<file path="config.mk">
export PLATFORM = sky130hd
export DESIGN_NAME = fcs_sequencer
export DESIGN_NICKNAME = d
export VERILOG_FILES = /design/src/fcs_pkg.sv /design/src/fcs_sector_buf.sv /design/src/fcs_sequencer.sv
export SDC_FILE = /design/constraint.sdc
export NUM_CORES = 2
export LEC_CHECK = 0
export BUFFER_PORTS_ARGS = -buffer_cell sky130_fd_sc_hd__buf_2
export CORE_UTILIZATION = 40
export DETAILED_ROUTE_END_ITERATION = 6
export GPL_ROUTABILITY_DRIVEN = 0
export PLACE_DENSITY = 0.63
export SLEW_MARGIN = 20
export SYNTH_ARGS = -nofsm -noshare
export SYNTH_HDL_FRONTEND = slang
export SYNTH_SLANG_ARGS = --single-unit
</file>
<file path="constraint.sdc">
create_clock -name clk -period 5.69 [get_ports clk]
set_input_delay 0.2845 -clock clk [delete_from_list [all_inputs] [get_ports clk]]
set_output_delay 0.2845 -clock clk [all_outputs]
set_load 0.01 [all_outputs]
</file>
<file path="src/fcs_pkg.sv">
// constants, carriers and states of the floppy command sequencer
// assumes one 40 MHz clock shared by register port, dma port and drive
//
// Notes on behaviour
// [RQ1] dma address or parity fault sets bit 11
// [RQ2] oversized buffer transfer sets bit 10
// [RQ3] status bit 9 always reads zero
// [RQ4] bit 8 shows the selected drive
// [RQ5] bit 7 drive ready, refreshed by status/init
// [RQ6] bit 6 deleted mark read or written
// [RQ7] bit 5 format of last drive access
// [RQ8] format mismatch sets bit 4, error, done
// [RQ9] bit 3 reports power failure
// [RQ10] bit 2 set when initialization finishes
// [RQ11] bit 1 only for two-sided 8-inch media
// [RQ12] crc fault sets bit 0, error, done
// [RQ13] go accepted only while done; else discarded
// [RQ14] accepted command clears done
// [RQ15] errors end with done, error, status in data
// [RQ16] three-bit function code decode
// [RQ17] host sends word count, then address
// [RQ18] zero word count: done without error
// [RQ19] count over 128 or 64: done and error
// [RQ20] fill by dma, then zero rest
// [RQ21] empty buffer to host memory by dma
// [RQ22] buffer commands end with done, status readable
// [RQ23] parameter writes only while transfer request set
// [RQ24] density select picks double or single format
// [RQ25] interrupt as done rises when enabled
// [RQ26] dma address 18 bits with extension bits
// [RQ27] ascending word addresses, two bytes apart
package fcs_pkg;
  typedef logic [15:0] fcs_word_t;

  localparam logic [2:0] FN_FILL    = 3'h0;
  localparam logic [2:0] FN_EMPTY   = 3'h1;
  localparam logic [2:0] FN_WRSEC   = 3'h2;
  localparam logic [2:0] FN_RDSEC   = 3'h3;
  localparam logic [2:0] FN_DENSITY = 3'h4;
  localparam logic [2:0] FN_STATUS  = 3'h5;
  localparam logic [2:0] FN_WRDEL   = 3'h6;
  localparam logic [2:0] FN_ERRCODE = 3'h7;

  localparam int CSR_GO    = 0;
  localparam int CSR_FN    = 1;
  localparam int CSR_UNIT  = 4;
  localparam int CSR_DONE  = 5;
  localparam int CSR_IE    = 6;
  localparam int CSR_TREQ  = 7;
  localparam int CSR_DS    = 8;
  localparam int CSR_EMUID = 11;
  localparam int CSR_EA    = 12;
  localparam int CSR_INIT  = 14;
  localparam int CSR_ERR   = 15;

  localparam logic REG_CSR = 1'b0;
  localparam logic REG_DBR = 1'b1;

  localparam logic [7:0]  WC_MAX_DD   = 8'h80;
  localparam logic [7:0]  WC_MAX_SD   = 8'h40;
  localparam int          BUF_WORDS   = 128;
  localparam logic [17:0] DMA_STEP    = 18'h00002;
  localparam int          INIT_CYCLES = 16;

  typedef struct packed {
    logic [3:0] unused;
    logic       nxm;
    logic       wordOvf;
    logic       rsvd;
    logic       unitSel;
    logic       ready;
    logic       deleted;
    logic       mediaFmt;
    logic       fmtErr;
    logic       powerLoss;
    logic       initDone;
    logic       twoSided;
    logic       crc;
  } fcs_status_t;

  typedef struct packed {
    logic        req;
    logic        write;
    logic [17:0] addr;
    fcs_word_t   wdata;
  } fcs_dma_t;

  typedef struct packed {
    logic driveReady;
    logic mediaDouble;
    logic twoSided;
    logic is8in;
    logic powerFail;
    logic crcFault;
    logic deletedMark;
  } fcs_disk_t;

  typedef enum logic [3:0] {
    ST_INIT, ST_IDLE, ST_PARAM, ST_EXEC, ST_FILL,
    ST_ZERO, ST_EMPTY_RD, ST_EMPTY_DMA, ST_FINISH
  } fcs_state_t;
endpackage

</file>
<file path="src/fcs_sector_buf.sv">
// sector buffer: one write port, one registered read port
// assumes caller keeps addresses inside the buffer
`timescale 1ns/1ps
`default_nettype none
module fcs_sector_buf #(
  parameter int WORDS = fcs_pkg::BUF_WORDS,
  parameter int AW    = $clog2(fcs_pkg::BUF_WORDS)
) (
  input  wire logic              clk,
  input  wire logic              wrEn,
  input  wire logic [AW-1:0]     wrAddr,
  input  wire fcs_pkg::fcs_word_t wrData,
  input  wire logic              rdEn,
  input  wire logic [AW-1:0]     rdAddr,
  output fcs_pkg::fcs_word_t     rdData
);
  fcs_pkg::fcs_word_t mem [WORDS];

  if (WORDS < 2 || WORDS > (1 << AW)) begin : gBadSize
    $error("buffer size does not fit its address width");
  end

  always_ff @(posedge clk) begin
    if (wrEn) begin
      mem[wrAddr] <= wrData;
    end
  end

  always_ff @(posedge clk) begin
    if (rdEn) begin
      rdData <= mem[rdAddr];
    end
  end
endmodule
`default_nettype wire

</file>
<file path="src/fcs_sequencer.sv">
// command sequencer: csr/data register port, dma master, sector buffer
// assumes host follows the data register handshake, dma answers with ack
`timescale 1ns/1ps
`default_nettype none
module fcs_sequencer #(
  parameter int BUF_WORDS   = fcs_pkg::BUF_WORDS,
  parameter int INIT_CYCLES = fcs_pkg::INIT_CYCLES
) (
  input  wire logic               clk,
  input  wire logic               rst,
  input  wire logic               regSel,
  input  wire logic               regWr,
  input  wire logic               regRd,
  input  wire fcs_pkg::fcs_word_t regWdata,
  output fcs_pkg::fcs_word_t      regRdata,
  output logic                    hostIrq,
  output fcs_pkg::fcs_dma_t       dmaOut,
  input  wire fcs_pkg::fcs_word_t dmaRdata,
  input  wire logic               dmaAck,
  input  wire logic               dmaErr,
  input  wire fcs_pkg::fcs_disk_t diskIn
);
  localparam int AW = $clog2(BUF_WORDS);
  localparam logic [AW-1:0] LAST_IDX = AW'(BUF_WORDS - 1);

  if (BUF_WORDS < 128 || BUF_WORDS != (1 << AW)) begin : gBadBuf
    $error("BUF_WORDS must be a power of two, at least 128");
  end
  if (INIT_CYCLES < 1 || INIT_CYCLES > 65535) begin : gBadInit
    $error("INIT_CYCLES must lie in 1..65535");
  end

  function automatic logic [1:0] paramCount(input logic [2:0] fn);
    case (fn)
      fcs_pkg::FN_STATUS:  paramCount = 2'h0;
      fcs_pkg::FN_DENSITY: paramCount = 2'h1;
      fcs_pkg::FN_ERRCODE: paramCount = 2'h1;
      default:             paramCount = 2'h2;
    endcase
  endfunction

  function automatic logic isSector(input logic [2:0] fn);
    isSector = fn == fcs_pkg::FN_WRSEC || fn == fcs_pkg::FN_RDSEC ||
               fn == fcs_pkg::FN_WRDEL;
  endfunction

  fcs_pkg::fcs_state_t  state;
  fcs_pkg::fcs_status_t statReg;
  fcs_pkg::fcs_word_t   dbrReg;
  fcs_pkg::fcs_word_t   param1Reg, param2Reg;
  fcs_pkg::fcs_word_t   bufRdata;
  fcs_pkg::fcs_word_t   csrView;
  logic [2:0]           fnReg;
  logic                 unitReg, ieReg, dsReg;
  logic [1:0]           eaReg;
  logic                 doneReg, errReg, doneQ, ieQ;
  logic                 paramIdx;
  logic [17:0]          addrReg;
  logic [7:0]           cntReg;
  logic [AW-1:0]        idxReg;
  logic [15:0]          initCnt;
  logic                 csrWr, dbrWr, softInit, accept, inExec, cmdIsBuf;
  logic [7:0]           wc, wcLimit;
  logic                 mismatch, fmtChecked, dmaStep, bufWr, lastParam;
  logic                 ovfFault, fmtFault, crcFault, nxmFault;

  assign csrWr    = regWr && regSel == fcs_pkg::REG_CSR;
  assign dbrWr    = regWr && regSel == fcs_pkg::REG_DBR;
  assign softInit = csrWr && regWdata[fcs_pkg::CSR_INIT];
  // commands written while busy fall through here unseen; see RQ13
  assign accept   = csrWr && regWdata[fcs_pkg::CSR_GO] && doneReg &&
                    !softInit && state == fcs_pkg::ST_IDLE;
  assign inExec   = state == fcs_pkg::ST_EXEC;
  assign cmdIsBuf = fnReg == fcs_pkg::FN_FILL || fnReg == fcs_pkg::FN_EMPTY;
  assign wc       = param1Reg[7:0];
  // density select picks the per-command transfer limit; see RQ24
  assign wcLimit  = dsReg ? fcs_pkg::WC_MAX_DD : fcs_pkg::WC_MAX_SD;
  assign mismatch = dsReg != diskIn.mediaDouble;
  assign fmtChecked = isSector(fnReg) ||
                      (fnReg == fcs_pkg::FN_STATUS && diskIn.driveReady);
  assign ovfFault = inExec && cmdIsBuf && wc > wcLimit; // see RQ19
  assign fmtFault = inExec && !cmdIsBuf && fmtChecked && mismatch;
  assign crcFault = inExec && fnReg == fcs_pkg::FN_RDSEC && !mismatch &&
                    diskIn.crcFault;
  assign dmaStep  = dmaAck && (state == fcs_pkg::ST_FILL ||
                               state == fcs_pkg::ST_EMPTY_DMA);
  assign nxmFault = dmaStep && dmaErr;
  assign bufWr    = (state == fcs_pkg::ST_FILL && dmaAck && !dmaErr) ||
                    state == fcs_pkg::ST_ZERO;
  assign lastParam = paramCount(fnReg) == 2'h2 ? paramIdx : 1'b1;

  // sequencing of one command from acceptance to done
  always_ff @(posedge clk or posedge rst) begin
    if (rst) begin
      state <= fcs_pkg::ST_INIT;
    end else if (softInit) begin
      state <= fcs_pkg::ST_INIT; // see RQ10
    end else begin
      case (state)
        fcs_pkg::ST_INIT: begin
          if (initCnt == 16'h0000) state <= fcs_pkg::ST_FINISH;
        end
        fcs_pkg::ST_IDLE: begin
          if (accept) begin // see RQ16
            if (paramCount(regWdata[3:1]) == 2'h0) state <= fcs_pkg::ST_EXEC;
            else state <= fcs_pkg::ST_PARAM;
          end
        end
        fcs_pkg::ST_PARAM: begin
          if (dbrWr && lastParam) state <= fcs_pkg::ST_EXEC; // see RQ17
        end
        fcs_pkg::ST_EXEC: begin
          if (cmdIsBuf && wc != 8'h00 && !ovfFault) begin
            if (fnReg == fcs_pkg::FN_FILL) state <= fcs_pkg::ST_FILL;
            else state <= fcs_pkg::ST_EMPTY_RD;
          end else begin
            state <= fcs_pkg::ST_FINISH; // see RQ18
          end
        end
        fcs_pkg::ST_FILL: begin
          if (dmaAck) begin
            if (dmaErr) state <= fcs_pkg::ST_FINISH;
            else if (cntReg == 8'h01) begin
              if (idxReg == LAST_IDX) state <= fcs_pkg::ST_FINISH;
              else state <= fcs_pkg::ST_ZERO; // see RQ20
            end
          end
        end
        fcs_pkg::ST_ZERO: begin
          if (idxReg == LAST_IDX) state <= fcs_pkg::ST_FINISH;
        end
        fcs_pkg::ST_EMPTY_RD: begin
          state <= fcs_pkg::ST_EMPTY_DMA;
        end
        fcs_pkg::ST_EMPTY_DMA: begin
          if (dmaAck) begin
            if (dmaErr || cntReg == 8'h01) state <= fcs_pkg::ST_FINISH;
            else state <= fcs_pkg::ST_EMPTY_RD; // see RQ21
          end
        end
        fcs_pkg::ST_FINISH: begin
          state <= fcs_pkg::ST_IDLE;
        end
        default: begin
          state <= fcs_pkg::ST_IDLE;
        end
      endcase
    end
  end

  // initialization delay
  always_ff @(posedge clk or posedge rst) begin
    if (rst) begin
      initCnt <= 16'(INIT_CYCLES);
    end else if (softInit) begin
      initCnt <= 16'(INIT_CYCLES);
    end else if (state == fcs_pkg::ST_INIT && initCnt != 16'h0000) begin
      initCnt <= initCnt - 16'h0001;
    end
  end

  // command fields latched from the csr
  always_ff @(posedge clk or posedge rst) begin
    if (rst) begin
      fnReg   <= 3'h0;
      unitReg <= 1'b0;
      dsReg   <= 1'b0;
      eaReg   <= 2'h0;
      ieReg   <= 1'b0;
    end else if (softInit) begin
      ieReg <= 1'b0;
    end else if (csrWr) begin
      ieReg <= regWdata[fcs_pkg::CSR_IE];
      if (accept) begin
        fnReg   <= regWdata[3:1];
        unitReg <= regWdata[fcs_pkg::CSR_UNIT];
        dsReg   <= regWdata[fcs_pkg::CSR_DS];
        eaReg   <= regWdata[13:12];
      end
    end
  end

  // done and error flags
  always_ff @(posedge clk or posedge rst) begin
    if (rst) begin
      doneReg <= 1'b0;
      errReg  <= 1'b0;
    end else if (softInit || accept) begin
      doneReg <= 1'b0; // see RQ14
      errReg  <= 1'b0;
    end else begin
      if (state == fcs_pkg::ST_FINISH) doneReg <= 1'b1; // see RQ22
      if (ovfFault || fmtFault || crcFault || nxmFault) begin
        errReg <= 1'b1; // see RQ15
      end
    end
  end

  // parameter capture and dma walk
  always_ff @(posedge clk or posedge rst) begin
    if (rst) begin
      paramIdx  <= 1'b0;
      param1Reg <= 16'h0000;
      param2Reg <= 16'h0000;
      addrReg   <= 18'h00000;
      cntReg    <= 8'h00;
      idxReg    <= '0;
    end else if (accept) begin
      paramIdx <= 1'b0;
    end else if (state == fcs_pkg::ST_PARAM && dbrWr) begin
      paramIdx <= 1'b1; // see RQ23
      if (paramIdx) param2Reg <= regWdata;
      else param1Reg <= regWdata;
    end else if (inExec) begin
      addrReg <= {eaReg, param2Reg}; // see RQ26
      cntReg  <= wc;
      idxReg  <= '0;
    end else if (dmaStep && !dmaErr) begin
      addrReg <= addrReg + fcs_pkg::DMA_STEP; // see RQ27
      cntReg  <= cntReg - 8'h01;
      idxReg  <= idxReg + 1'b1;
    end else if (state == fcs_pkg::ST_ZERO) begin
      idxReg <= idxReg + 1'b1;
    end
  end

  // error and status word
  always_ff @(posedge clk or posedge rst) begin
    if (rst) begin
      statReg <= '0;
    end else begin
      statReg.powerLoss <= diskIn.powerFail; // see RQ9
      statReg.unitSel   <= unitReg;          // see RQ4
      if (softInit) begin
        statReg.initDone <= 1'b0;
      end else if (state == fcs_pkg::ST_INIT && initCnt == 16'h0000) begin
        statReg.initDone <= 1'b1;              // see RQ10
        statReg.ready    <= diskIn.driveReady; // see RQ5
      end
      if (accept) begin
        statReg.nxm     <= 1'b0;
        statReg.wordOvf <= 1'b0;
        statReg.fmtErr  <= 1'b0;
        statReg.crc     <= 1'b0;
        statReg.deleted <= 1'b0;
      end
      if (ovfFault) statReg.wordOvf <= 1'b1; // see RQ2
      if (fmtFault) statReg.fmtErr <= 1'b1;  // see RQ8
      if (crcFault) statReg.crc <= 1'b1;     // see RQ12
      if (nxmFault) statReg.nxm <= 1'b1;     // see RQ1
      if (inExec && fnReg == fcs_pkg::FN_STATUS) begin
        statReg.ready <= diskIn.driveReady; // see RQ5
      end
      if (inExec && fmtChecked) begin
        statReg.mediaFmt <= diskIn.mediaDouble; // see RQ7
        statReg.twoSided <= diskIn.twoSided && diskIn.is8in; // see RQ11
      end
      if (inExec && !mismatch) begin
        if (fnReg == fcs_pkg::FN_WRDEL) statReg.deleted <= 1'b1; // see RQ6
        if (fnReg == fcs_pkg::FN_RDSEC) begin
          statReg.deleted <= diskIn.deletedMark;
        end
      end
    end
  end

  // data register: host parameters, then the status word at the end
  always_ff @(posedge clk or posedge rst) begin
    if (rst) begin
      dbrReg <= 16'h0000;
    end else if (state == fcs_pkg::ST_FINISH) begin
      dbrReg <= {4'h0, statReg[11:10], 1'b0, statReg[8:0]}; // see RQ3
    end else if (state == fcs_pkg::ST_PARAM && dbrWr) begin
      dbrReg <= regWdata;
    end
  end

  always_comb begin
    csrView = 16'h0000;
    csrView[fcs_pkg::CSR_ERR]   = errReg;
    csrView[fcs_pkg::CSR_EMUID] = 1'b1;
    csrView[fcs_pkg::CSR_DS]    = dsReg && doneReg;
    csrView[fcs_pkg::CSR_TREQ]  = state == fcs_pkg::ST_PARAM;
    csrView[fcs_pkg::CSR_IE]    = ieReg;
    csrView[fcs_pkg::CSR_DONE]  = doneReg;
    csrView[fcs_pkg::CSR_UNIT]  = unitReg && doneReg;
  end

  always_ff @(posedge clk or posedge rst) begin
    if (rst) begin
      regRdata <= 16'h0000;
    end else if (regRd) begin
      regRdata <= regSel == fcs_pkg::REG_DBR ? dbrReg : csrView;
    end
  end

  // one pulse when done rises with enable set, or enable rises while done
  always_ff @(posedge clk or posedge rst) begin
    if (rst) begin
      doneQ   <= 1'b0;
      ieQ     <= 1'b0;
      hostIrq <= 1'b0;
    end else begin
      doneQ   <= doneReg;
      ieQ     <= ieReg;
      hostIrq <= ieReg && doneReg && !(ieQ && doneQ); // see RQ25
    end
  end

  always_comb begin
    dmaOut.req   = state == fcs_pkg::ST_FILL ||
                   state == fcs_pkg::ST_EMPTY_DMA;
    dmaOut.write = state == fcs_pkg::ST_EMPTY_DMA;
    dmaOut.addr  = addrReg;
    dmaOut.wdata = bufRdata;
  end

  fcs_sector_buf #(
    .WORDS (BUF_WORDS),
    .AW    (AW)
  ) uBuf (
    .clk    (clk),
    .wrEn   (bufWr),
    .wrAddr (idxReg),
    .wrData (state == fcs_pkg::ST_ZERO ? 16'h0000 : dmaRdata),
    .rdEn   (state == fcs_pkg::ST_EMPTY_RD),
    .rdAddr (idxReg),
    .rdData (bufRdata)
  );
endmodule
`default_nettype wire

</file>
==> results.env <==
YS_WARN_COUNT=0
POWER.DENSITY_nW_PER_UM2=461
YOSYSMOSTFREQUENTCELL='edfxtp_1'
MAXSLEWVIOLCOUNT=0
FIRST_PASS_ITERS=6
DIE_HEIGHT_UM=467
SYN_NETS=5062
CP-END-KIND='flip-flop'
DIE_W_UM=467
INITIAL_ANTENNA_VIOLATION_COUNT=21
CLK-INSERTION-DELAY-LATE_NS=0.88
TIMING.FINAL.CRIT_SHARE=0.803
CLOCK_TREE.BUFFER_DEPTH=3
GRT_FIRST_PASS_WIRELENGTH_MM=401
WIRELENGTH_ROUTED_MM=290
FMAX_GHz=0.219
GRT_USAGE=0.261
SYNTH-MAIN-FF-CELL='edfxtp_1'
GRTUSAGEMET3=0.0841
CTS_TREE='done'
IO_BUFFER_COUNT=98
GLOBALROUTE.TOTALOVERFLOW=0
POSTCTSRESIZEDCELLS=0
FINAL_WS_SETUP_NS=1.12
SYNTH_LARGEST_AREA_CELL='edfxtp_1'
GLOBAL_ROUTE.PEAK_USAGE_LAYER='met2'
TRITONCTS_NUM_SINKS=2198
RUN_STATUS='completed'
AVGROUTEDWIREPERCELL_UM=34.8
VIAS=53600
WORST_EP_ARRIVAL_TIME_NS=5.27
TIMING.SETUP.TNS_NS=0
LEADING_CELL_TYPES_BY_TOTAL_AREA_AFTER_SYNTHESIS='edfxtp_1 (72%), dfrtp_1 (3.9%), mux4_2 (3.0%)'
FIN_NETS=5368
STARTPOINT_TYPE='flip-flop'
ASYNC_FLOP_SHARE=0.0610
SETUP.WORST_PATH.CLASS='flip-flop to flip-flop'
INSTANCES_NO_FILL=8339
POST_SYNTH_MOST_FREQUENT_CELLS='edfxtp_1 (2,064), nor2_1 (275), a221oi_1 (254)'
HOLD_REMOVAL_PATH_CLASS='input port to flip-flop'
NUMBER_OF_HOLD_VIOLATIONS_IN_THE_FINAL_REPORT=0
POST_ROUTE_CELLS_DRIVE_ABOVE_1_SHARE=0.207
CTS_MAX_LEVEL=4
NUMBER_OF_GLOBAL_ROUTE_VIAS_BEFORE_REPAIR=50800
DRC_VIOLATIONS_LEFT=0
YOSYS_REGISTER_BITS=2198
SYNTH-EDFF-COUNT=2064
SETUP-VIOLATIONS-FINAL=0
TIMING.CRITICAL_PATH.FANOUT_MAX=47
PLACE_WS_NS=1.43
SYNTH_LARGEST_TYPE_AREA_FRACTION=0.717
IO_PINS=99
CELLLEAKAGEPOWER_uW=0.0316
CTS-ROOT-BUF='clkbuf_16'
DRV.MAX_CAP_VIOLATION_COUNT=0
CRIT_REQUIRED_NS=6.39
SEQCELLAREA_UM2=65400
SYNTHCELLS=5009
SLEW-LIMIT-HEADROOM=0.0841
CORE_AREA_UM2=215000
FLOORPLAN.DIE_AREA_UM2=218000
SYNTH_AREA_UM2=86400
NUMCTSBUFFERS=209
SYNTHDISTINCTLIBCELLS=92
FINAL.SETUP_SKEW_NS=0.0805
GRT_MAX_DEGREE=129
MAX_SLEW.WORST_PIN.SLEW_NS=1.36
ANTENNA_LEFT=0
MAX-VDD-IR-DROP_uV=399
POST_DRT_VIA_CELL_RATIO=6.43
DETAIL_ROUTE.ITER0.VIOLATIONS=8772
INITIAL_CORE_UTIL=0.403
DP.FINAL_HPWL_MM=174
FP-ROW-COUNT=170
GRT.MET1_USAGE=0.345
MIN_PERIOD_NS=4.57
GRT_UTIL_MET2=0.380
AREA.GROWTH.SYNTH_TO_FINAL_PCT=14.1
FILLCELLCOUNT=18100
MULTI_INPUT_AREA_UM2=19400
PATH_CLK_SLEW_NS=0.06
YS_SEQ_AREA_FRAC=0.756
GRT_SETUP_UNREPAIRED='false'
SYN_AREA_PER_CELL_UM2=17.2
FINAL_CORE_UTIL=0.459
DP.CELLS=7911
==> flip-flops by register name, summed over array words and instances, names as in the netlist, 3 cells and up <==
signal / flops
param1Reg: 8
initCnt: 16
statReg: 11
state: 4
uBuf.mem: 2048
param2Reg: 16
uBuf.rdData: 16
idxReg: 7
fnReg: 3
addrReg: 18
cntReg: 8
dbrReg: 16
regRdata: 16
==> kinds of logic (layout without fill, tap and decap cells) <==
group | Yosys count | after routing | synth area share
compound gates | 1131 | 1131 | 0.0977
mux | 521 | 521 | 0.0803
simple gates | 746 | 746 | 0.0401
xor+xnor | 20 | 20 | 0.00203
fa+ha+maj | 7 | 7 | 0.00101
buf+inv | 386 | 861 | 0.0225
flops | 2198 | 2198 | 0.756
other cells | 0 | 17 | 0
==> per-layer routing <==
| layer | share of wire | up-vias | routed length (um) |
|---|---|---|---|
| met5 | 0.00022 | - | 64 |
| met2 | 0.43 | 4157 | 126000 |
| li1 | - | 21100 | - |
| met4 | 0.065 | 10 | 18800 |
| met1 | 0.37 | 27600 | 107000 |
| met3 | 0.13 | 850 | 39000 |
==> layout make-up <==
cell class | instances | area share
clock inverter | 113 | 0.0102
clock buffer | 267 | 0.0564
sequential | 2198 | 0.663
antenna | 17 | 0.000431
multi-input combinational | 2425 | 0.197
timing repair buffer | 449 | 0.0362
inverter | 32 | 0.00138
tap | 2838 | 0.0360
==> placed cells by master (no fill, tap or decap), drive strengths merged, types with 20 or more instances in the layout <==
master and count:
edfxtp 2064, buf 418, nor2 276, clkbuf 267, a221oi 254, nand2 228, mux2 221, mux2i 185
a21oi 171, a22oi 150, dfrtp 133, o21ai 121, mux4 115, clkinv 92, o22ai 73, nand3 45
a221o 44, o2bb2ai 40, inv 38, o221ai 37, a22o 34, dlygate4sd3 31, o211ai 28, nor2b 28
nor3 24, nand4 23, o22a 20
==> metrics by stage <==
step | total power (uW) | instance area, um2 | hold slack (ns)
after detailed placement | 31600 | 91700 | 0.396
final | 45500 | 98600 | 0.0240
after floorplan | 26300 | 86400 | 0.316
after global placement | 31500 | 91700 | 0.392
after CTS | 44900 | 98600 | 0.00168
after global routing | 46300 | 98600 | 0.00958
==> worst max-delay path: stages (launching register included) <==
cell      delay [ns]
dfrtp_4         1.08
nor2b_4         0.88
buf_4           0.54
buf_4           0.29
a221oi_1        0.10
o21ai_0         0.76
a311oi_1        0.40
nor4_1          0.30
==> report_power, final <==
part	internal [uW]	leakage [uW]	total, uW	switching (uW)
combinational	4100	0.00818	13000	8860
clock	7360	0.00321	13600	6210
sequential	18300	0.0202	18900	646
total	29700	0.0316	45500	15700
==> worst paths after layout <==
check | endpoint | startpoint | slack [ns] | cells past startpoint
hold reg to reg | statReg[8] | unitReg | 0.41 | 0
hold / removal | uBuf.mem[17][11] | dmaRdata[11] | 0.02 | 2
min in group asynchronous | hostIrq | rst | 0.14 | 3
max in group asynchronous | regRdata[14] | rst | 4.28 | 4
setup reg to reg | uBuf.rdData[12] | idxReg[2] | 1.12 | 7
setup / recovery | uBuf.rdData[12] | idxReg[2] | 1.12 | 7
==> timing repair <==
| item | CTS | global route |
|---|---|---|
| hold buffers | 31 | 0 |
| hold endpoints to repair | 182 | 0 |
| setup buffers | 0 | 0 |
(Power assumes the default switching activity.)
